==> src/hdl/fsp_pkg.sv <==
// constants, register indices and state type for flash self-programming
// ----------------------------------------------------------------------------
// Notes on behaviour
// - software cannot set the enabled flag
// - clearing enabled flag blocks erase and write
// - op select: 000 write, 001 erase, 011 read
// - 110 selects unlock; other codes do nothing
// - trigger starts timer; timeout clears the trigger
// - unlock pattern 00,0D,C3 low; 04,09,40 high
// - flag sets only on full correct pattern
// - program start launches op, clears when done
// - reads only start while read gate is set
// - read start loads one word into word0
// - cpu stalls while a launched op runs
// - key 55H written generates whole-chip reset
// - buffer clear start clears buffer, self-clears
// - reserved bit is written and reads back; upper bits read zero
// - word address is fourteen bits, 8 plus 6
// - word0 low write only stores the byte
// - word0 high write loads buffer once unlocked, bumps address
// - address increment stops at page end 11111b
// - finished write process clears the buffer
// - all registers reset to zero
// ----------------------------------------------------------------------------
package fsp_pkg;

  // --------------------------------------------------------------------------
  // widths
  // --------------------------------------------------------------------------
  localparam int unsigned ADDR_W     = 14;
  localparam int unsigned WORD_W     = 16;
  localparam int unsigned BYTE_W     = 8;
  localparam int unsigned REG_IDX_W  = 4;
  localparam int unsigned PAGE_WORDS = 32;
  localparam int unsigned WIDX_W     = 5;
  localparam int unsigned DATA_WORDS = 4;

  // --------------------------------------------------------------------------
  // register indices
  // --------------------------------------------------------------------------
  localparam logic [3:0] REG_FLASH_CONTROL  = 4'h0;
  localparam logic [3:0] REG_CHIP_RESET_KEY = 4'h1;
  localparam logic [3:0] REG_BUFFER_CONTROL = 4'h2;
  localparam logic [3:0] REG_ADDR_LOW       = 4'h3;
  localparam logic [3:0] REG_ADDR_HIGH      = 4'h4;
  localparam logic [3:0] REG_DATA0_LOW      = 4'h5; // words follow lo/hi

  // --------------------------------------------------------------------------
  // field positions
  // --------------------------------------------------------------------------
  localparam int unsigned CTL_ENABLED_BIT = 7;
  localparam int unsigned CTL_MODE_LSB    = 4;
  localparam int unsigned CTL_TRIGGER_BIT = 3;
  localparam int unsigned CTL_PROGRAM_BIT = 2;
  localparam int unsigned CTL_GATE_BIT    = 1;
  localparam int unsigned CTL_READ_BIT    = 0;
  localparam int unsigned BUF_CLEAR_BIT   = 0;
  localparam int unsigned BUF_RSVD_BIT    = 1;
  localparam int unsigned PAGE_LSB        = 5;

  // --------------------------------------------------------------------------
  // codes, values and timing
  // --------------------------------------------------------------------------
  localparam logic [2:0] MODE_WRITE  = 3'h0;
  localparam logic [2:0] MODE_ERASE  = 3'h1;
  localparam logic [2:0] MODE_READ   = 3'h3;
  localparam logic [2:0] MODE_UNLOCK = 3'h6;
  localparam logic [7:0] RESET_BYTE  = 8'h00;
  localparam logic [7:0] CHIP_RESET_KEY = 8'h55;
  localparam logic [4:0] LAST_WORD   = 5'h1f;
  localparam logic [7:0] UNLOCK_LOW  [3] = '{8'h00, 8'h0d, 8'hc3};
  localparam logic [7:0] UNLOCK_HIGH [3] = '{8'h04, 8'h09, 8'h40};
  localparam int unsigned UNLOCK_TIME_CYCLES = 64; // system clocks

  typedef enum logic [2:0] {
    ST_IDLE,
    ST_ERASE,
    ST_PLOAD,
    ST_PWAIT,
    ST_PCLEAR,
    ST_READ
  } fsp_state_t;

endpackage

==> src/hdl/fsp_write_buffer.sv <==
// page write buffer with a sweeping clear process
module fsp_write_buffer #(
  parameter int unsigned DEPTH = 32,
  parameter int unsigned WIDTH = 16,
  parameter int unsigned IDX_W = 5
) (
  input  wire logic             clk,
  input  wire logic             resetn,
  input  wire logic             wrEn,
  input  wire logic [IDX_W-1:0] wrIdx,
  input  wire logic [WIDTH-1:0] wrData,
  input  wire logic             clrStart,
  input  wire logic [IDX_W-1:0] rdIdx,
  output logic      [WIDTH-1:0] rdData,
  output logic                  clrBusy,
  output logic                  clrDone
);

  localparam logic [IDX_W-1:0] LAST_IDX = IDX_W'(DEPTH - 1);

  logic [WIDTH-1:0] mem [DEPTH];
  logic [IDX_W-1:0] clrIdx_reg;
  logic             clrBusy_reg;
  logic             clrDone_reg;

  // clear sweep: one word per clock, so a clear takes DEPTH cycles
  always_ff @(posedge clk or negedge resetn) begin
    if (!resetn) begin
      clrBusy_reg <= 1'b0;
      clrIdx_reg  <= '0;
      clrDone_reg <= 1'b0;
    end else begin
      clrDone_reg <= 1'b0;
      if (!clrBusy_reg && clrStart) begin
        clrBusy_reg <= 1'b1;
        clrIdx_reg  <= '0;
      end else if (clrBusy_reg) begin
        clrIdx_reg <= clrIdx_reg + 1'b1;
        if (clrIdx_reg == LAST_IDX) begin
          clrBusy_reg <= 1'b0;
          clrDone_reg <= 1'b1;
        end
      end
    end
  end

  // storage; loads are dropped during a clear so it ends truly blank
  always_ff @(posedge clk) begin
    if (clrBusy_reg) begin
      mem[clrIdx_reg] <= '0;
    end else if (wrEn) begin
      mem[wrIdx] <= wrData;
    end
  end

  assign rdData  = mem[rdIdx];
  assign clrBusy = clrBusy_reg;
  assign clrDone = clrDone_reg;

endmodule

==> src/hdl/fsp_ctrl.sv <==
// flash self-programming controller: registers, unlock, erase/program/read
module fsp_ctrl import fsp_pkg::*; #(
  parameter int unsigned UNLOCK_CYCLES = UNLOCK_TIME_CYCLES
) (
  input  wire logic              clk,
  input  wire logic              resetn,
  input  wire logic [3:0]        regAddr,
  input  wire logic              regWrite,
  input  wire logic [7:0]        regWdata,
  output logic      [7:0]        regRdata,
  output logic                   cpuStall,
  output logic                   chipResetReq,
  output logic                   flashErase,
  output logic                   flashProgram,
  output logic                   flashRead,
  output logic      [ADDR_W-1:0] flashAddr,
  output logic      [WORD_W-1:0] flashWdata,
  input  wire logic              flashDone,
  input  wire logic [WORD_W-1:0] flashRdata
);

  // --------------------------------------------------------------------------
  // declarations
  // --------------------------------------------------------------------------
  localparam int unsigned TMR_W = $clog2(UNLOCK_CYCLES + 1);
  localparam logic [TMR_W-1:0] TMR_LAST = TMR_W'(UNLOCK_CYCLES - 1);

  fsp_state_t        state_reg;
  logic              enabled_reg;
  logic [2:0]        mode_reg;
  logic              trigger_reg;
  logic [TMR_W-1:0]  timer_reg;
  logic [5:0]        seen_reg;
  logic              gate_reg;
  logic [7:0]        key_reg;
  logic              rsvd_reg;
  logic [ADDR_W-1:0] addr_reg;
  logic [7:0]        dataLo_reg [DATA_WORDS];
  logic [7:0]        dataHi_reg [DATA_WORDS];
  logic [WIDX_W-1:0] wordIdx_reg;
  logic [7:0]        regRdata_reg;
  logic              cpuStall_reg;
  logic              chipResetReq_reg;
  logic              flashErase_reg;
  logic              flashProgram_reg;
  logic              flashRead_reg;
  logic [ADDR_W-1:0] flashAddr_reg;
  logic [WORD_W-1:0] flashWdata_reg;

  logic              wrCtl, wrKey, wrBuf, wrAddrL, wrAddrH;
  logic [DATA_WORDS-1:0] wrLo, wrHi;
  logic [2:0]        newMode;
  logic              patternOk, unlockOk;
  logic              launchErase, launchProg, launchRead;
  logic              readDone, progLast, opBusy;
  logic              bufWrEn, bufClrStart, bufBusy, bufDone;
  logic [WORD_W-1:0] bufRdData;
  logic [7:0]        rdMux;

  // --------------------------------------------------------------------------
  // decode helpers
  // --------------------------------------------------------------------------
  function automatic logic regHit(input logic we, input logic [3:0] a,
                                  input logic [3:0] idx);
    return we && (a == idx);
  endfunction

  function automatic logic isMode(input logic [2:0] m, input logic [2:0] c);
    return m == c;
  endfunction

  // register write strobes
  assign wrCtl   = regHit(regWrite, regAddr, REG_FLASH_CONTROL);
  assign wrKey   = regHit(regWrite, regAddr, REG_CHIP_RESET_KEY);
  assign wrBuf   = regHit(regWrite, regAddr, REG_BUFFER_CONTROL);
  assign wrAddrL = regHit(regWrite, regAddr, REG_ADDR_LOW);
  assign wrAddrH = regHit(regWrite, regAddr, REG_ADDR_HIGH);
  assign newMode = regWdata[CTL_MODE_LSB +: 3];

  for (genvar n = 0; n < DATA_WORDS; n++) begin : g_strobe
    assign wrLo[n] = regHit(regWrite, regAddr, 4'(REG_DATA0_LOW + 2 * n));
    assign wrHi[n] = regHit(regWrite, regAddr, 4'(REG_DATA0_LOW + 2 * n + 1));
  end

  // --------------------------------------------------------------------------
  // unlock sequence
  // --------------------------------------------------------------------------
  // pattern compare on words one to three
  always_comb begin
    patternOk = 1'b1;
    for (int w = 1; w < DATA_WORDS; w++) begin
      if (dataLo_reg[w] != UNLOCK_LOW[w-1] ||
          dataHi_reg[w] != UNLOCK_HIGH[w-1]) begin
        patternOk = 1'b0;
      end
    end
  end

  // all six bytes rewritten in the window and correct
  assign unlockOk = trigger_reg && isMode(mode_reg, MODE_UNLOCK) &&
                    (&seen_reg) && patternOk;

  // trigger timer; fixed length in system clocks
  always_ff @(posedge clk or negedge resetn) begin
    if (!resetn) begin
      trigger_reg <= 1'b0;
      timer_reg   <= '0;
      seen_reg    <= '0;
    end else if (!trigger_reg) begin
      if (wrCtl && regWdata[CTL_TRIGGER_BIT]) begin
        trigger_reg <= 1'b1;
        timer_reg   <= '0;
        seen_reg    <= '0;
      end
    end else begin
      timer_reg <= timer_reg + 1'b1;
      seen_reg  <= seen_reg | {wrHi[3], wrHi[2], wrHi[1],
                               wrLo[3], wrLo[2], wrLo[1]};
      if (timer_reg == TMR_LAST) begin
        trigger_reg <= 1'b0;
      end
    end
  end

  // software write of one has no effect; hardware set wins over clear
  // software zero drops erase/write capability at once
  always_ff @(posedge clk or negedge resetn) begin
    if (!resetn) begin
      enabled_reg <= 1'b0;
    end else if (unlockOk) begin
      enabled_reg <= 1'b1;
    end else if (wrCtl && !regWdata[CTL_ENABLED_BIT]) begin
      enabled_reg <= 1'b0;
    end
  end

  // --------------------------------------------------------------------------
  // plain control fields
  // --------------------------------------------------------------------------
  // all fields start at zero
  always_ff @(posedge clk or negedge resetn) begin
    if (!resetn) begin
      mode_reg <= 3'h0;
      gate_reg <= 1'b0;
      key_reg  <= RESET_BYTE;
      rsvd_reg <= 1'b0;
    end else begin
      if (wrCtl) begin
        mode_reg <= newMode;
        gate_reg <= regWdata[CTL_GATE_BIT];
      end
      if (wrKey) begin
        key_reg <= regWdata;
      end
      if (wrBuf) begin
        rsvd_reg <= regWdata[BUF_RSVD_BIT];
      end
    end
  end

  // key match gives a one-cycle chip reset request
  always_ff @(posedge clk or negedge resetn) begin
    if (!resetn) begin
      chipResetReq_reg <= 1'b0;
    end else begin
      chipResetReq_reg <= wrKey && (regWdata == CHIP_RESET_KEY);
    end
  end

  // --------------------------------------------------------------------------
  // address and data registers
  // --------------------------------------------------------------------------
  // fourteen-bit address; bump stops at page end
  always_ff @(posedge clk or negedge resetn) begin
    if (!resetn) begin
      addr_reg <= '0;
    end else if (wrAddrL) begin
      addr_reg[7:0] <= regWdata;
    end else if (wrAddrH) begin
      addr_reg[ADDR_W-1:8] <= regWdata[5:0];
    end else if (wrHi[0] && addr_reg[WIDX_W-1:0] != LAST_WORD) begin
      addr_reg <= addr_reg + 1'b1;
    end
  end

  // read result lands in word0; plain byte stores otherwise
  always_ff @(posedge clk or negedge resetn) begin
    if (!resetn) begin
      for (int w = 0; w < DATA_WORDS; w++) begin
        dataLo_reg[w] <= RESET_BYTE;
        dataHi_reg[w] <= RESET_BYTE;
      end
    end else begin
      for (int w = 0; w < DATA_WORDS; w++) begin
        if (w == 0 && readDone) begin
          dataLo_reg[w] <= flashRdata[7:0];
          dataHi_reg[w] <= flashRdata[15:8];
        end else begin
          if (wrLo[w]) dataLo_reg[w] <= regWdata;
          if (wrHi[w]) dataHi_reg[w] <= regWdata;
        end
      end
    end
  end

  // --------------------------------------------------------------------------
  // write buffer
  // --------------------------------------------------------------------------
  // high byte write loads the full word, only once unlocked
  assign bufWrEn = wrHi[0] && enabled_reg && (state_reg == ST_IDLE);
  // software clear; automatic clear after the last programmed word
  assign bufClrStart = (wrBuf && regWdata[BUF_CLEAR_BIT]) || progLast;

  fsp_write_buffer #(
    .DEPTH (PAGE_WORDS),
    .WIDTH (WORD_W),
    .IDX_W (WIDX_W)
  ) u_buffer (
    .clk      (clk),
    .resetn   (resetn),
    .wrEn     (bufWrEn),
    .wrIdx    (addr_reg[WIDX_W-1:0]),
    .wrData   ({regWdata, dataLo_reg[0]}),
    .clrStart (bufClrStart),
    .rdIdx    (wordIdx_reg),
    .rdData   (bufRdData),
    .clrBusy  (bufBusy),
    .clrDone  (bufDone)
  );

  // --------------------------------------------------------------------------
  // operation launch and sequencing
  // --------------------------------------------------------------------------
  // only listed codes launch; needs the flag kept in this write
  assign launchErase = wrCtl && state_reg == ST_IDLE && !bufBusy &&
                       regWdata[CTL_PROGRAM_BIT] && enabled_reg &&
                       regWdata[CTL_ENABLED_BIT] &&
                       isMode(newMode, MODE_ERASE);
  assign launchProg  = wrCtl && state_reg == ST_IDLE && !bufBusy &&
                       regWdata[CTL_PROGRAM_BIT] && enabled_reg &&
                       regWdata[CTL_ENABLED_BIT] &&
                       isMode(newMode, MODE_WRITE);
  // gate must already be set before this write
  assign launchRead  = wrCtl && state_reg == ST_IDLE && !bufBusy &&
                       regWdata[CTL_READ_BIT] && gate_reg &&
                       isMode(newMode, MODE_READ);
  assign readDone = (state_reg == ST_READ) && flashDone;
  assign progLast = (state_reg == ST_PWAIT) && flashDone &&
                    (wordIdx_reg == LAST_WORD);
  assign opBusy   = (state_reg == ST_ERASE) || (state_reg == ST_PLOAD) ||
                    (state_reg == ST_PWAIT) || (state_reg == ST_PCLEAR);

  // program_start reads one until done; stall while running
  // erase and program address the page of bits 13..5
  always_ff @(posedge clk or negedge resetn) begin
    if (!resetn) begin
      state_reg        <= ST_IDLE;
      wordIdx_reg      <= '0;
      cpuStall_reg     <= 1'b0;
      flashErase_reg   <= 1'b0;
      flashProgram_reg <= 1'b0;
      flashRead_reg    <= 1'b0;
      flashAddr_reg    <= '0;
      flashWdata_reg   <= '0;
    end else begin
      case (state_reg)
        ST_IDLE: begin
          if (launchErase) begin
            state_reg      <= ST_ERASE;
            flashErase_reg <= 1'b1;
            flashAddr_reg  <= {addr_reg[ADDR_W-1:PAGE_LSB], 5'h00};
            cpuStall_reg   <= 1'b1;
          end else if (launchProg) begin
            state_reg    <= ST_PLOAD;
            wordIdx_reg  <= '0;
            cpuStall_reg <= 1'b1;
          end else if (launchRead) begin
            state_reg     <= ST_READ;
            flashRead_reg <= 1'b1;
            flashAddr_reg <= addr_reg;
            cpuStall_reg  <= 1'b1;
          end
        end
        ST_ERASE: begin
          if (flashDone) begin
            state_reg      <= ST_IDLE;
            flashErase_reg <= 1'b0;
            cpuStall_reg   <= 1'b0;
          end
        end
        ST_PLOAD: begin
          state_reg        <= ST_PWAIT;
          flashProgram_reg <= 1'b1;
          flashWdata_reg   <= bufRdData;
          flashAddr_reg    <= {addr_reg[ADDR_W-1:PAGE_LSB], wordIdx_reg};
        end
        ST_PWAIT: begin
          if (flashDone) begin
            flashProgram_reg <= 1'b0;
            if (wordIdx_reg == LAST_WORD) begin
              state_reg <= ST_PCLEAR;
            end else begin
              wordIdx_reg <= wordIdx_reg + 1'b1;
              state_reg   <= ST_PLOAD;
            end
          end
        end
        ST_PCLEAR: begin
          // stay stalled until the buffer is blank again
          if (bufDone) begin
            state_reg    <= ST_IDLE;
            cpuStall_reg <= 1'b0;
          end
        end
        ST_READ: begin
          if (flashDone) begin
            state_reg     <= ST_IDLE;
            flashRead_reg <= 1'b0;
            cpuStall_reg  <= 1'b0;
          end
        end
        default: begin
          state_reg <= ST_IDLE;
        end
      endcase
    end
  end

  // --------------------------------------------------------------------------
  // read-back
  // --------------------------------------------------------------------------
  // unimplemented upper bits read zero
  always_comb begin
    rdMux = 8'h00;
    case (regAddr)
      REG_FLASH_CONTROL:  rdMux = {enabled_reg, mode_reg, trigger_reg, opBusy,
                                   gate_reg, state_reg == ST_READ};
      REG_CHIP_RESET_KEY: rdMux = key_reg;
      REG_BUFFER_CONTROL: rdMux = {6'h00, rsvd_reg, bufBusy};
      REG_ADDR_LOW:       rdMux = addr_reg[7:0];
      REG_ADDR_HIGH:      rdMux = {2'h0, addr_reg[ADDR_W-1:8]};
      default: begin
        for (int w = 0; w < DATA_WORDS; w++) begin
          if (regAddr == 4'(REG_DATA0_LOW + 2 * w)) rdMux = dataLo_reg[w];
          if (regAddr == 4'(REG_DATA0_LOW + 2 * w + 1)) rdMux = dataHi_reg[w];
        end
      end
    endcase
  end

  // read data registered, valid one clock after the address
  always_ff @(posedge clk or negedge resetn) begin
    if (!resetn) begin
      regRdata_reg <= 8'h00;
    end else begin
      regRdata_reg <= rdMux;
    end
  end

  assign regRdata     = regRdata_reg;
  assign cpuStall     = cpuStall_reg;
  assign chipResetReq = chipResetReq_reg;
  assign flashErase   = flashErase_reg;
  assign flashProgram = flashProgram_reg;
  assign flashRead    = flashRead_reg;
  assign flashAddr    = flashAddr_reg;
  assign flashWdata   = flashWdata_reg;
endmodule

==> config.mk <==
export PLATFORM = sky130hd
export DESIGN_NAME = fsp_ctrl
export DESIGN_NICKNAME = d
export VERILOG_FILES = /design/src/hdl/fsp_pkg.sv /design/src/hdl/fsp_write_buffer.sv /design/src/hdl/fsp_ctrl.sv
export SDC_FILE = /design/constraint.sdc
export NUM_CORES = 1
export LEC_CHECK = 0
export ABC_CLOCK_PERIOD_IN_PS = 3700
export BUFFER_PORTS_ARGS = -buffer_cell sky130_fd_sc_hd__buf_2
export CORE_ASPECT_RATIO = 1.1
export CORE_MARGIN = 3
export CORE_UTILIZATION = 62
export CTS_CLUSTER_DIAMETER = 40
export DETAILED_ROUTE_END_ITERATION = 12
export PLACE_DENSITY = 0.79
export SETUP_SLACK_MARGIN = 0.15
export SYNTH_ARGS = -nofsm -noshare
export SYNTH_HDL_FRONTEND = slang
export SYNTH_SLANG_ARGS = --single-unit
==> constraint.sdc <==
create_clock -name clk -period 3.7 [get_ports clk]
set_clock_uncertainty 0.15 [all_clocks]
set_input_delay 0.185 -clock clk [delete_from_list [all_inputs] [get_ports clk]]
set_output_delay 0.185 -clock clk [all_outputs]
set_load 0.01 [all_outputs]
After elaboration in Yosys (flattened, before gate mapping)

Memories as Yosys holds them, arrays and structs flattened. A register that Yosys moved wholly into a read port is not among the register bits.
Cells that the tools add are included.

$add $sub $neg: 4
Equal/unequal tests: 45
Muxes and demuxes: 74
Bitwise operators: 2
Reduce and logical (&&, ||, !) cells: 76

Operators with widths:

| cell                                                  | count |
|---|---|
| 2-to-1 mux 8 bit                                      | 14 |
| 2-to-1 mux 14 bit                                     | 4 |
| case mux 8 bit (5 select lines)                       | 1 |
| logical AND 1 bit                                     | 37 |
| 2-to-1 mux 5 bit                                      | 7 |
| 2-to-1 mux 1 bit                                      | 28 |
| case mux 14 bit (2 select lines)                      | 1 |
| nonzero test 2 bit                                    | 12 |
| 2-to-1 mux 3 bit                                      | 7 |
| == test 4 bit, second input constant                  | 5 |
| inequality test 2 bit, second input constant          | 10 |
| 2-to-1 mux 6 bit                                      | 3 |
| == test 4 x 3 -> 1 bit, second input constant         | 4 |
| 2-to-1 mux 16 bit                                     | 1 |
| inequality test 8 x 4 -> 1 bit, second input constant | 2 |
| OR reduction 16 bit                                   | 1 |
| case mux 3 bit (5 select lines)                       | 1 |
| adder 14 x 1 -> 14 bit, second input constant         | 1 |
| 2-to-1 mux 7 bit                                      | 2 |
| adder 5 x 1 -> 5 bit, second input constant           | 2 |
| == test 5 bit, second input constant                  | 2 |
| case mux 5 bit (2 select lines)                       | 1 |
| AND reduction 5 bit                                   | 2 |
| == test 3 x 2 -> 1 bit, second input constant         | 3 |
| other kinds (29)                                      | 50 |

Bits in registers: 148
Bits in writable memories: 512
Input bits: 32
Output and inout port bits: 43
Logic and storage cells: 232
Memories kept: 1

Memory list:

| memory       | words | width | rd ports | clocked after memory_dff | wr ports | RTL line               | text |
|---|---|---|---|---|---|---|---|
| u_buffer.mem | 32    | 16    | 1        | 1                        | 1        | fsp_write_buffer.sv:21 | `logic [WIDTH-1:0] mem [DEPTH];` |

Longest topological paths before layout

Word-level depth: 11
Gate-level depth with buffers: 9
Gate-level depth less buffers: 8

By module

A second synthesis with hierarchy kept.

Cell total of the unflattened synthesis: 1926
Area total of the unflattened synthesis: 28616.2 um2

By module, submodules not included:

| module           | times used | cells each | area each (um2) | sequential area each (um2) |
|---|---|---|---|---|
| fsp_write_buffer | 1          | 1191       | 20714.9         | 15549.9 |
| fsp_ctrl         | 1          | 735        | 7901.3          | 3928.8 |

Worst setup path after synthesis

No wires, ideal clock.

Path type: reg-to-reg
Start point: register state_reg[0]
End point: memory u_buffer.mem[19][0] (enable)
Library setup time: 0.389 ns
Arrival time: 2.183 ns
Required time: 3.161 ns
Slack: 0.978 ns
Cell stages (with the launch flop): 7
Buffers on the path: 2
Period minus slack after synthesis: 2.722 ns
Cell sequence: dfrtp_1 -> nor3_1 -> and4_1 -> buf_2 -> buf_2 -> a41oi_1 -> nor2_1

Word-level cells in the longest chain between the ends: 7
Elaborated cells on any way between the ends: 8
Those cells by class: mux: 5; reduce/logical: 3

RTL lines:

| element                                                               | RTL line               | text |
|---|---|---|
| from (decl)                                                           | fsp_ctrl.sv:28         | `fsp_state_t state_reg;` |
| from (signal assigned)                                                | fsp_ctrl.sv:257        | `state_reg <= ST_IDLE;` |
| from (signal assigned)                                                | fsp_ctrl.sv:269        | `state_reg <= ST_ERASE;` |
| from (signal assigned)                                                | fsp_ctrl.sv:274        | `state_reg <= ST_PLOAD;` |
| zero test 3 bit (*)                                                   | fsp_ctrl.sv:210        | `assign bufWrEn = wrHi[0] && enabled_reg && (state_reg == ST_IDLE);` |
| logical AND 1 bit (*)                                                 | fsp_ctrl.sv:210        |  |
| 2-to-1 mux 1 bit (*)                                                  | fsp_write_buffer.sv:51 | `end else if (wrEn) begin` |
| 2-to-1 mux 1 bit (*)                                                  | fsp_write_buffer.sv:49 | `if (clrBusy_reg) begin` |
| 2-to-1 mux 1 bit (not written as such) (*)                            | fsp_write_buffer.sv:52 | `mem[wrIdx] <= wrData;` |
| OR reduction 16 bit (no line)                                         | -                      |  |
| 2-to-1 mux 5 bit (no line) / 2-to-1 mux 1 bit (equally long branches) | -                      |  |
| to (decl)                                                             | fsp_write_buffer.sv:21 |  |

Mark *: on every way between the ends. The rest lies on a longest branch, timed or not.

==> metrics.yaml <==
routing:
  postRouteAntennaNets: 0
  drtIter0Drc: 2453
  via_count: 17540
  routed_wire_length_per_instance_um: 29.4
  drc: 0
  dr.pass1.iters: 6
  via_per_inst: 6.91
  drt_wl_total_um: 74600
clock_network:
  htree_levels: 3
  clock_tree.buffer_depth: 3
  clk_transition_reported_paths_ns: 0.06
  cts_tree: "done"
  post-cts-setup-buffers: 0
  cts_num_sinks: 676
  root_buffer: "clkbuf_16"
  cts_repair_resize_count: 0
  numCtsBuffers: 78
  cts_hold_buffers: 42
  clock_insertion_delay_worst_skew_ns: 0.63
pwr:
  max-vdd-ir-drop_mv: 0.491
  p_leak_nw: 10.7
  power_density_nw_per_um2: 579
  report.power.total_mw: 18.7
timing:
  timing.final.crit_share: 0.850
  maxClockFrequency_mhz: 318
  setup_repair_after_global_routing_missed_its_margin: "false"
  max_slew_margin: 0.283
  hold_violations: 0
  worst-slew-pin-transition_ns: 1.07
  final_sum_of_negative_setup_slack_ns: 0
  final_critical_delay_including_setup_and_external_delays_ns: 3.15
  max_slew_violations: 0
  setup_viol_count_final: 0
  hold_ws_ns: 0.0554
hold_path:
  hold_path.class: "primary input to async pin"
place:
  io_buffers: 74
  placed_cells: 2351
  hpwl_detailed_um: 45000
  routabilityCongestion: 0.923
outcome:
  result_of_the_run: "completed"
synth:
  synth-seq-cells: 676
  mappedNetlistArea_sq_um: 28100
  ys_warn_count: 0
  netlist_top_cells_count: "edfxtp_1, dfrtp_1, nor2_1"
  synth-edff-count: 512
  postSynthNetCount: 1761
  yosys.cell_types.count: 79
  synthMostInstantiatedCell: "edfxtp_1"
  ys_async_sr_fraction: 0.243
  syn-mean-instance-area_sq_um: 16.3
  synth_top_flop_cell: "edfxtp_1"
  number_of_standard_cells_after_synthesis: 1722
  synth.largest_area_cell: "edfxtp_1"
  yosysSeqAreaShare: 0.693
  synthTopCellsByArea: "edfxtp_1, dfrtp_1, mux4_2"
  synthDominantCellAreaShare: 0.547
critical_path:
  regToRegStartpoint: "wordIdx_reg[1]$_DFFE_PN0P_"
  critical_path.max_stage_delay_ns: 0.65
  cpMaxStageDelayCell: "dfrtp_4"
  worst-setup-path-type: "flop to flop"
  worst-endpoint-arrival_ns: 3.45
  critical_path.startpoint_type: "flop"
  most_frequent_cp_cell: "buf_4"
  path_delay_family: "buffers and inverters"
  cp.required_ns: 4.00
  critical_path_launch_point: "wordIdx_reg[1]$_DFFE_PN0P_"
  cp_cell_sequence: "buf_4 > buf_4 > mux4_2 > mux2_2 > o221ai_1 > nor4_1"
  timing.critical_path.fanout_max: 38
  endpoint_kind: "flop"
  buf_inv_stages_crit_path: 2
flow_run:
  cap_violations: 0
floorplanning:
  chipWidth_um: 209
  die_y_um: 229
  rows: 81
  design.portCount: 75
  die_area_sq_um: 48000
  coreArea_sq_um: 44600
  initial_utilization: 0.631
global_routing:
  grt.total_usage: 0.315
  grt_pass1_vias: 17752
  grt_overflow_total: 0
  antenna_found_initial: 0
  maximum_number_of_pins_on_one_net_before_global_route_repair: 91
  grt_pass1_wl_um: 112000
cells_and_area:
  area.growth.synth_to_final_pct: 15.0
  seq_cell_area_sq_um: 19500
  finalNetCount: 1931
  number_of_antenna_diodes: 0
  largest_register_ff_count: 512
  drive_gt1_frac: 0.251
  fill_cells: 2658
  multiInputGateArea_sq_um: 8030
  count_of_non_filler_cells_in_the_finished_layout: 2539
-- layout make-up --
cell class	count	share of cell area
inverter	16	0.00186
sequential	676	0.602
timing repair buffer	197	0.0442
clock buffer	90	0.0633
clock inverter	56	0.0176
multi-input combinational	923	0.248
tap	581	0.0225
-- cell usage in the layout (no fill, tap or decap), types with 6 or more instances in the layout --
cell           instances
a31oi_1                7
and3_1                 8
ha_1                   7
nor4b_1                9
clkbuf_16             79
nor2_1               102
a21o_1                 6
nor2b_1               10
dlygate4sd3_1         42
a22oi_1               14
nor3_1                42
clkinv_2               8
a21oi_1               82
inv_1                 15
mux2i_1               93
buf_2                 73
nand2_1               54
xnor2_1               10
mux2_2                85
o221ai_1              43
clkbuf_1               8
mux4_2                96
nor4_1                26
o21ai_0               36
nand4_1                9
inv_6                 11
clkinvlp_4            12
a221oi_1               7
edfxtp_1             512
nand3_1               37
clkinv_1               9
buf_4                 79
a22o_1                12
o22a_1                15
and2_1                18
dfrtp_1              162
-- worst paths after layout --
kind                                         endpoint  slack [ns]  depth (start not counted)
setup / recovery           flashWdata[10]$_DFFE_PN0P_        0.55                          6
hold / removal               flashAddr[4]$_DFFE_PN0P_        0.06                          2
setup reg to reg           flashWdata[10]$_DFFE_PN0P_        0.55                          6
hold reg to reg             flashAddr[12]$_DFFE_PN0P_        0.33                          1
max in group asynchronous   dataHi_reg[5]$_DFFE_PN0P_        2.30                          3
min in group clk                regRdata[1]$_DFF_PN0_        0.07                          3
-- routing by layer --
metal	vias to the layer above	wire, um	GRT usage
met1	8848	26800	0.421
met5	-	0	0
met4	0	4050	0.158
met2	1236	36400	0.508
met3	246	7300	0.0536
li1	7210	-	-
-- power by group --
part	switching, mW	leakage, nW	total [mW]	internal, mW
Clock	3.24	1.25	7.68	4.43
Combinational	0.926	3.28	1.64	0.713
Sequential	0.540	6.20	9.42	8.88
-- kinds of logic (layout without fill, tap and decap cells) --
family                     count (synthesis)  in the layout  share of synthesized area
xor gates and xnor gates                  13             13                    0.00405
muxes                                    278            278                      0.146
adders and majority gates                  7              7                    0.00311
DFF                                      676            676                      0.693
and+or+nand+nor                          357            357                     0.0668
AOI/OAI and AO/OA                        268            268                     0.0660
buffers and inverters                    123            359                     0.0219
-- metrics by stage --
stage | util | setup slack, ns | cell area [sq um]
global placement | 0.657 | 0.651 | 29300
CTS | 0.726 | 0.587 | 32400
global route | 0.726 | 0.498 | 32400
floorplan | - | 0.978 | 28100
finish | 0.726 | 0.554 | 32400
detailed placement | 0.657 | 0.602 | 29300
Power figures use the tool's default switching activity.
